### src/ktc_pkg.sv
// Purpose: Constants for the link training control register bank
// Assumes: Word addressed register port, 8-bit address
// Notes:   Field positions and reset values live here; the checks in ktc_regs and the bench repeat some as literals
package ktc_pkg;
  // ----------------------------------------
  // Register word addresses
  // ----------------------------------------
  localparam logic [7:0] OFF_MAIN = 8'hd0;
  localparam logic [7:0] OFF_CMD  = 8'hd1;
  localparam logic [7:0] OFF_STAT = 8'hd2;
  localparam logic [7:0] OFF_BER  = 8'hd3;
  localparam logic [7:0] OFF_COEF = 8'hd4;
  // ----------------------------------------
  // Main control word fields
  // ----------------------------------------
  localparam int B_TRAIN_EN   = 0;
  localparam int B_PART_OVR   = 16;
  localparam int B_LCL_OVR    = 17;
  localparam int B_RSV_LO     = 18;
  localparam int B_RSV_HI     = 19;
  localparam int B_CTLE_LO    = 20;
  localparam int B_SWING      = 23;
  localparam int B_DFE_LO     = 24;
  localparam int B_PEAK       = 28;
  localparam int B_PSTEP_LO   = 29;
  localparam int ALGO_LO      = 1;
  localparam logic [31:0] MAIN_RST = 32'h0002_2129;
  localparam logic [2:0] CTLE_TUNE = 3'h3;
  localparam logic [2:0] DFE_END   = 3'h2;
  localparam logic [2:0] DFE_STEP  = 3'h3;
  // ----------------------------------------
  // Command strobes and coefficient value
  // ----------------------------------------
  localparam int B_RESTART    = 0;
  localparam int B_PART_UPD   = 4;
  localparam int B_LCL_UPD    = 8;
  localparam int PART_VAL_LO  = 0;
  localparam int LCL_VAL_LO   = 16;
  localparam logic [31:0] COEF_RST = 32'h0000_0000;
  // ----------------------------------------
  // Error window timing fields
  // ----------------------------------------
  localparam int BER_F_LO     = 0;
  localparam int BER_K_LO     = 10;
  localparam int BER_M_LO     = 20;
  localparam logic [9:0] BER_F_RST = 10'h000;
  localparam logic [9:0] BER_K_RST = 10'h000;
  localparam logic [9:0] BER_M_RST = 10'h000;
  // Strobe slots
  localparam int N_STB  = 3;
  localparam int S_RST  = 0;
  localparam int S_PART = 1;
  localparam int S_LCL  = 2;
endpackage

### src/ktc_cmd_if.sv
// Purpose: Command strobe path between register bank and strobe unit
// Assumes: Single clock domain
// Notes:   Requests are one-cycle write decodes
`timescale 1ns/1ps
interface ktc_cmd_if;
  logic [2:0] req;
  logic [2:0] allow;
  logic [2:0] pulse;
  modport bank (output req, output allow, input pulse);
  modport gen  (input req, input allow, output pulse);
endinterface

### src/ktc_strobe_gen.sv
// Purpose: Self-clearing command pulses
// Assumes: Requests last one cycle
// Notes:   A request without its override enable is dropped
`timescale 1ns/1ps
module ktc_strobe_gen (
  input  wire logic core_clk,
  input  wire logic nrst,
  ktc_cmd_if.gen    cmd
);
  genvar i;
  generate
    for (i = 0; i < ktc_pkg::N_STB; i++) begin : g_stb
      logic pulse_q;
      always_ff @(posedge core_clk) begin
        if (!nrst) begin
          pulse_q <= 1'b0;
        end else begin
          pulse_q <= cmd.req[i] & cmd.allow[i];
        end
      end
      assign cmd.pulse[i] = pulse_q;
    end
  endgenerate
endmodule

### src/ktc_regs.sv
// Purpose: Link training control and status registers
// Assumes: Engine status inputs synchronous to core_clk
// Notes:   Read data valid the cycle after the read strobe
//
// The strobed register port was decided locally.
`timescale 1ns/1ps
module ktc_regs (
  input  wire logic        core_clk,
  input  wire logic        nrst,
  input  wire logic [7:0]  reg_addr,
  input  wire logic [31:0] reg_wdata,
  input  wire logic        reg_wr,
  input  wire logic        reg_rd,
  output logic      [31:0] reg_rdata,
  input  wire logic        rx_trained,
  input  wire logic        frame_lock,
  input  wire logic        startup_busy,
  input  wire logic        train_fail,
  input  wire logic        train_err,
  input  wire logic        lock_err,
  input  wire logic        ctle_lock_loss,
  input  wire logic        ctle_tune_err,
  output logic             training_enable,
  output logic [14:0]      algo_cfg,
  output logic             partner_coef_override,
  output logic             local_coef_override,
  output logic             ctle_tune_en,
  output logic             dfe_end_en,
  output logic             dfe_step_en,
  output logic             high_swing_en,
  output logic             peak_mode_en,
  output logic [2:0]       peak_post_step,
  output logic             training_restart,
  output logic             partner_coef_send,
  output logic [7:0]       partner_coef_val,
  output logic             local_coef_load,
  output logic [7:0]       local_coef_val,
  output logic [9:0]       ber_frames,
  output logic [9:0]       ber_kframes,
  output logic [9:0]       ber_mframes,
  output logic             ber_frames_active
);
  // ----------------------------------------
  // Decode
  // ----------------------------------------
  function automatic logic hit(
    input logic [7:0] a,
    input logic [7:0] off
  );
    hit = (a == off);
  endfunction

  logic        wr_main;
  logic        wr_cmd;
  logic        wr_ber;
  logic        wr_coef;
  logic [31:0] main_q;
  logic [31:0] coef_q;
  logic [29:0] ber_q;
  logic [7:0]  stat_w;
  logic [31:0] rd_d;
  logic [31:0] rdata_q;
  logic [2:0]  ctle_sel;
  logic [2:0]  dfe_sel;

  assign wr_main = reg_wr & hit(reg_addr, ktc_pkg::OFF_MAIN);
  assign wr_cmd  = reg_wr & hit(reg_addr, ktc_pkg::OFF_CMD);
  assign wr_ber  = reg_wr & hit(reg_addr, ktc_pkg::OFF_BER);
  assign wr_coef = reg_wr & hit(reg_addr, ktc_pkg::OFF_COEF);

  // ----------------------------------------
  // Main control word
  // ----------------------------------------
  // local override resets set
  always_ff @(posedge core_clk) begin
    if (!nrst) begin
      main_q <= ktc_pkg::MAIN_RST;
    end else if (wr_main) begin
      // Reserved bits stored as written; software does the RMW
      main_q <= reg_wdata;
    end
  end

  assign training_enable       = main_q[ktc_pkg::B_TRAIN_EN];
  assign algo_cfg              = main_q[ktc_pkg::ALGO_LO +: 15];
  // engine owns partner requests when clear
  assign partner_coef_override = main_q[ktc_pkg::B_PART_OVR];
  assign local_coef_override   = main_q[ktc_pkg::B_LCL_OVR];
  assign ctle_sel              = main_q[ktc_pkg::B_CTLE_LO +: 3];
  assign dfe_sel               = main_q[ktc_pkg::B_DFE_LO +: 3];
  assign ctle_tune_en          = (ctle_sel == ktc_pkg::CTLE_TUNE);
  assign dfe_end_en            = (dfe_sel == ktc_pkg::DFE_END);
  assign dfe_step_en           = (dfe_sel == ktc_pkg::DFE_STEP);
  assign high_swing_en         = main_q[ktc_pkg::B_SWING];
  assign peak_mode_en          = main_q[ktc_pkg::B_PEAK];
  assign peak_post_step        = main_q[ktc_pkg::B_PSTEP_LO +: 3];

  // ----------------------------------------
  // Coefficient values and error window
  // ----------------------------------------
  always_ff @(posedge core_clk) begin
    if (!nrst) begin
      coef_q <= ktc_pkg::COEF_RST;
    end else if (wr_coef) begin
      coef_q <= reg_wdata;
    end
  end

  always_ff @(posedge core_clk) begin
    if (!nrst) begin
      ber_q <= {ktc_pkg::BER_M_RST, ktc_pkg::BER_K_RST, ktc_pkg::BER_F_RST};
    end else if (wr_ber) begin
      ber_q <= reg_wdata[29:0];
    end
  end

  assign partner_coef_val = coef_q[ktc_pkg::PART_VAL_LO +: 8];
  assign local_coef_val   = coef_q[ktc_pkg::LCL_VAL_LO +: 8];
  assign ber_frames       = ber_q[ktc_pkg::BER_F_LO +: 10];
  assign ber_kframes      = ber_q[ktc_pkg::BER_K_LO +: 10];
  assign ber_mframes      = ber_q[ktc_pkg::BER_M_LO +: 10];
  // frame count only without kilo count
  assign ber_frames_active = (ber_kframes == 10'h000);

  // ----------------------------------------
  // Command strobes
  // ----------------------------------------
  ktc_cmd_if cmd ();

  assign cmd.req[ktc_pkg::S_RST]    = wr_cmd & reg_wdata[ktc_pkg::B_RESTART];
  assign cmd.req[ktc_pkg::S_PART]   = wr_cmd & reg_wdata[ktc_pkg::B_PART_UPD];
  assign cmd.req[ktc_pkg::S_LCL]    = wr_cmd & reg_wdata[ktc_pkg::B_LCL_UPD];
  // Overrides are taken at the strobe's write edge; enabling them in the same cycle is too late
  assign cmd.allow[ktc_pkg::S_RST]  = 1'b1;
  assign cmd.allow[ktc_pkg::S_PART] = partner_coef_override;
  assign cmd.allow[ktc_pkg::S_LCL]  = local_coef_override;

  ktc_strobe_gen u_stb (
    .core_clk (core_clk),
    .nrst     (nrst),
    .cmd      (cmd.gen)
  );

  assign training_restart  = cmd.pulse[ktc_pkg::S_RST];
  assign partner_coef_send = cmd.pulse[ktc_pkg::S_PART];
  assign local_coef_load   = cmd.pulse[ktc_pkg::S_LCL];

  // ----------------------------------------
  // Status and read path
  // ----------------------------------------
  // live flags
  assign stat_w = {ctle_tune_err, ctle_lock_loss, lock_err, train_err,
                   train_fail, startup_busy, frame_lock, rx_trained};

  always_comb begin
    rd_d = 32'h0000_0000;
    case (reg_addr)
      ktc_pkg::OFF_MAIN: begin
        rd_d = main_q;
      end
      ktc_pkg::OFF_STAT: begin
        rd_d = {24'h00_0000, stat_w};
      end
      ktc_pkg::OFF_BER: begin
        rd_d = {2'h0, ber_q};
      end
      ktc_pkg::OFF_COEF: begin
        rd_d = coef_q;
      end
      default: begin
        rd_d = 32'h0000_0000;
      end
    endcase
  end

  // Data held only for the cycle after the read; zero otherwise
  always_ff @(posedge core_clk) begin
    if (!nrst) begin
      rdata_q <= 32'h0000_0000;
    end else if (reg_rd) begin
      rdata_q <= rd_d;
    end else begin
      rdata_q <= 32'h0000_0000;
    end
  end

  assign reg_rdata = rdata_q;
endmodule

### config.mk
export PLATFORM = sky130hd
export DESIGN_NAME = ktc_regs
export DESIGN_NICKNAME = d
export VERILOG_FILES = /design/src/ktc_pkg.sv /design/src/ktc_cmd_if.sv /design/src/ktc_strobe_gen.sv /design/src/ktc_regs.sv
export SDC_FILE = /design/constraint.sdc
export NUM_CORES = 1
export LEC_CHECK = 0
export ABC_AREA = 0
export ABC_CLOCK_PERIOD_IN_PS = 2000
export BUFFER_PORTS_ARGS = -buffer_cell sky130_fd_sc_hd__buf_2
export CAP_MARGIN = 20
export CORE_MARGIN = 4
export CORE_UTILIZATION = 55
export CTS_CLUSTER_SIZE = 14
export DETAILED_ROUTE_END_ITERATION = 10
export GPL_ROUTABILITY_DRIVEN = 0
export PLACE_DENSITY = 0.85
export SLEW_MARGIN = 20
export SYNTH_ARGS = -nofsm -noshare
export SYNTH_HDL_FRONTEND = slang
export SYNTH_SLANG_ARGS = --single-unit
### constraint.sdc
create_clock -name core_clk -period 2 [get_ports core_clk]
set_input_delay 0.3 -clock core_clk [delete_from_list [all_inputs] [get_ports core_clk]]
set_output_delay 0.3 -clock core_clk [all_outputs]
set_load 0.005 [all_outputs]
* Word level (Yosys, flattened, before mapping)
Cells that the tools add are included.
Cells by class: equal/unequal tests 8, muxes and demuxes 1, reduce and logical (&&, ||, !) cells 2, bitwise operators 9
Operator list (count):
- 32-bit case mux with 4 select lines | 1
- 8-bit equality test, second input constant | 5
- 10-bit zero test | 1
- 1-bit AND | 9
- 3-bit by 2-bit equality test with 1-bit output, second input constant | 3
- 2-bit AND reduction | 1
Word-level totals: logic and storage cells 27, input bits 52, output and inout bits 108, flip-flop bits (word level) 129

* Logic depth before layout (Yosys ltp)
depth in word-level cells 4, mapped depth 7, gate-level depth less buffers 4

* Hierarchy
From an unflattened synthesis, not the netlist that was laid out.
Unflattened totals: cell total of the unflattened synthesis 568, area, all modules 5397.7 um2
Modules (own cells, without submodules):
- ktc_regs | cells an instance 559, times used 1, area an instance 5296.3 um2
- ktc_strobe_gen | cells an instance 9, times used 1, area an instance 101.3 um2

* Worst setup path after synthesis
Ideal clock, no wire load.
path type reg-to-output, start register ber_q[14], end output port ber_frames_active, cell stages (with the launch flop) 3, setup slack 0.595 ns, arrival 1.105 ns, path buffers 0, path through dfxtp_1 -> or4_1 -> nor4_1
On the way: longest elaborated chain between the ends 1
RTL lines:
- start, declared | line ktc_regs.sv:59 | logic [29:0] ber_q;
- start signal, assigned | line ktc_regs.sv:111 | ber_q <= {ktc_pkg::BER_M_RST, ktc_pkg::BER_K_RST, ktc_pkg::BER_F_RST};
- start signal, assigned | line ktc_regs.sv:113 | ber_q <= reg_wdata[29:0];
- 10-bit zero test | line ktc_regs.sv:123 | assign ber_frames_active = (ber_kframes == 10'h000);
- end, declared | line ktc_regs.sv:41 | output logic ber_frames_active
Every way passes these cells.

* Worst setup path after layout
start register ber_q[15], end output port ber_frames_active
Same word-level chain as after synthesis.

==> run_results.csv <==
group,metric,value,unit
outcome,status,"finished with violations",
outcome,failed_checks,"negative setup slack",
clock_network,cts.htree.levels,4,
floorplan,die_w,105,um
floorplan,dieArea,11000,um^2
placement,place_area,5740,um^2
grt,overflow,0,
floorplan,start_util,56.1,%
worst_setup_path,critPathTopFamily,"simple AND/OR/NAND/NOR gates",
sta,rsz0062_at_grt,"true",
logic_synthesis,syn_inst,569,
worst_setup_path,criticalPathCategory,"flip-flop to output pin",
logic_synthesis,ys_ff_latch,129,
grt,grt_antenna_before_repair,1,
route,antenna_left,0,
placement,hpwl,9.42,mm
logic_synthesis,synthesis.area,5150,um^2
power_and_ir_drop,ir_drop,0.609,mV
layout,final.fill_count,725,
worst_setup_path,start_kind,"flip-flop",
logic_synthesis,yosysUniqueCellTypes,31,
layout,fin_cells,807,
worst_setup_path,cp_cell_sequence,"or4_4 -> nor4_4 -> buf_2",
worst_setup_path,slowest_stage,"or4_4",
layout,finish.instance_area,6370,um^2
sta,final.period_utilization,103,%
sta,slew_headroom,29.7,%
logic_synthesis,yosys_warnings,0,
layout,fin_nets,735,
grt,grt_pass1_wl,22.7,mm
route,avgRoutedWirePerCell,17.2,um
layout,final_cell_mix,"buf_2 (158), dfxtp_1 (125), nand3_1 (97)",
route,avgViaCountPerCell,5.72,
layout,antenna_cells,0,
job,cap_violations,0,
worst_setup_path,path_buf_inv,1,
clock_network,insertion_delay,500,ps
worst_setup_path,cp_max_fo,2,
grt,use_met2,44.0,%
grt,grt_util_met1,29.8,%
floorplan,io_pins,160,
route,drtIter0Drc,259,
worst_hold_path,holdCritPathClass,"primary input to flip-flop",
clock_network,cts_tree,"yes",
route,wl,13.9,mm
placement,dp_cells,771,
clock_network,hold_buffers,0,
grt,grt_max_degree,67,
logic_synthesis,syn-num-nets,621,
power_and_ir_drop,total_power,5.73,mW
clock_network,cts_buffers,17,
logic_synthesis,async_flop_share,0,%
sta,tightest_slew,1050,ps
sta,setup_ws,-56.4,ps
sta,skew,6.64,ps
worst_setup_path,worst_setup_path_end_kind,"output pin",
sta,slew_violations,0,
route,num_vias,4617,
layout,drive_gt1_share,37.2,%
layout,syn_to_final_growth,23.5,%
layout,post-route-util,69.2,%
grt,top_usage_layer,"met2",
logic_synthesis,synth_edf_count,0,
placement,io_buffers,159,
logic_synthesis,synth-seq-area-share,50.1,%
grt,grtUsageMet3,7.16,%
route,route.detailed.drc,0,
layout,layout_commonest_cell,"buf_2",
worst_setup_path,arrival,1760,ps
logic_synthesis,synth_flop_cell,"dfxtp_1",
floorplan,design.core.area,9200,um^2
sta,setup_viol,1,
route,drtPass1Iterations,4,
logic_synthesis,syn_avg_cell_area,9.06,um^2
power_and_ir_drop,p_per_area,900,nW/um^2
placement,pre_cts_slack,192,ps
grt,grt_use_total,25.4,%
clock_network,clk_path_buf_depth,2,
sta,period_needed,2060,ps
clock_network,cts.reportedPaths.clkPinSlew,60,ps
clock_network,cts.sink_count,129,
floorplan,die_y,105,um
sta,clock.fmax,0.486,GHz
clock_network,cts_root_buffer,"clkbuf_8",
worst_setup_path,slowest_delay,540,ps
power_and_ir_drop,p_leak,2.80,nW
grt,grt_pass1_vias,4705,
worst_setup_path,worstPathRequired,1700,ps
floorplan,row_count,35,
sta,hold_viol,0,
[path summary, 6_finish.rpt]
kind | from | end | slack (ps) | cells past startpoint
max | ber_q[15] | ber_frames_active | -60 | 3
min | reg_wdata[5] | main_q[5] | 40 | 3
max reg2reg | ber_q[7] | reg_rdata[7] | 920 | 3
min reg2reg | coef_q[31] | coef_q[31] | 470 | 2
[stage by stage]
step / hold slack [ps] / setup TNS [ps]
5_1_grt: 30.6 / -109
3_3_place_gp: 443 / 0
6_report: 35.7 / -56.4
2_1_floorplan: 422 / 0
4_1_cts: 21.5 / -93.2
3_5_place_dp: 460 / 0
[state kept, by name, indices dropped and copies added, names as in the netlist]
name and cells:
main_q 32, u_stb.g_stb.pulse_q 3, reg_rdata 32, ber_q 30
coef_q 32
[kinds of logic (layout without fill, tap and decap cells)]
kind of cell / after synthesis / after routing / share of synthesized area [%]
flip-flops: 129 / 129 / 50.1
AO/OA/AOI/OAI: 127 / 127 / 14.8
AND/OR/NAND/NOR: 197 / 197 / 18.5
multiplexers: 32 / 32 / 6.94
buffers and inverters: 84 / 211 / 9.59
[cell usage after synthesis (3+ instances only)]
| library cell | n | share of area (%) |
|---|---|---|
| a211oi_2 | 5 | 1.2 |
| a221oi_1 | 5 | 0.85 |
| a22oi_1 | 25 | 3.6 |
| and3_1 | 3 | 0.36 |
| buf_1 | 7 | 0.51 |
| buf_2 | 17 | 1.7 |
| buf_4 | 36 | 5.2 |
| buf_6 | 3 | 0.66 |
| clkbuf_1 | 21 | 1.5 |
| dfxtp_1 | 129 | 50 |
| mux2_2 | 30 | 6.6 |
| nand2_1 | 52 | 3.8 |
| nand3_1 | 97 | 9.4 |
| nor2_1 | 28 | 2.0 |
| nor4_1 | 3 | 0.36 |
| o21a_1 | 3 | 0.44 |
| o21ai_0 | 66 | 6.4 |
| o21ai_1 | 22 | 2.1 |
[worst reg2reg max path: stages (launching register included)]
cell and delay (ps):
dfxtp_1 320, mux2_2 260, a221oi_1 300, a211oi_2 80
[power by group]
group	switching [mW]	leakage (nW)	internal, mW
Sequential	0.00200	1.04	2.57
Combinational	0.151	1.49	0.0915
Clock	1.11	0.274	1.80
[what timing repair did]
action	CTS	global route
setup endpoints to repair	1	1
gates cloned	0	0
resized for setup	5	3
pin swaps	2	2
setup buffers	2	2
hold endpoints to repair	0	0
[area by class of cell]
cell class,count,area [um^2],share of cell area (%)
Clock buffer,19,432,6.78
Timing Repair Buffer,179,961,15.1
Tap cell,111,139,2.18
Sequential cell,129,2590,40.6
Multi-Input combinational cell,356,2110,33.1
Clock inverter,13,138,2.16
[per-layer routing]
metal,part of all wire (%),vias up
met5,0.086,-
met4,2.0,2
met3,7.2,27
met2,50,209
met1,40,2170
li1,-,2209
(Power assumes the default switching activity.)
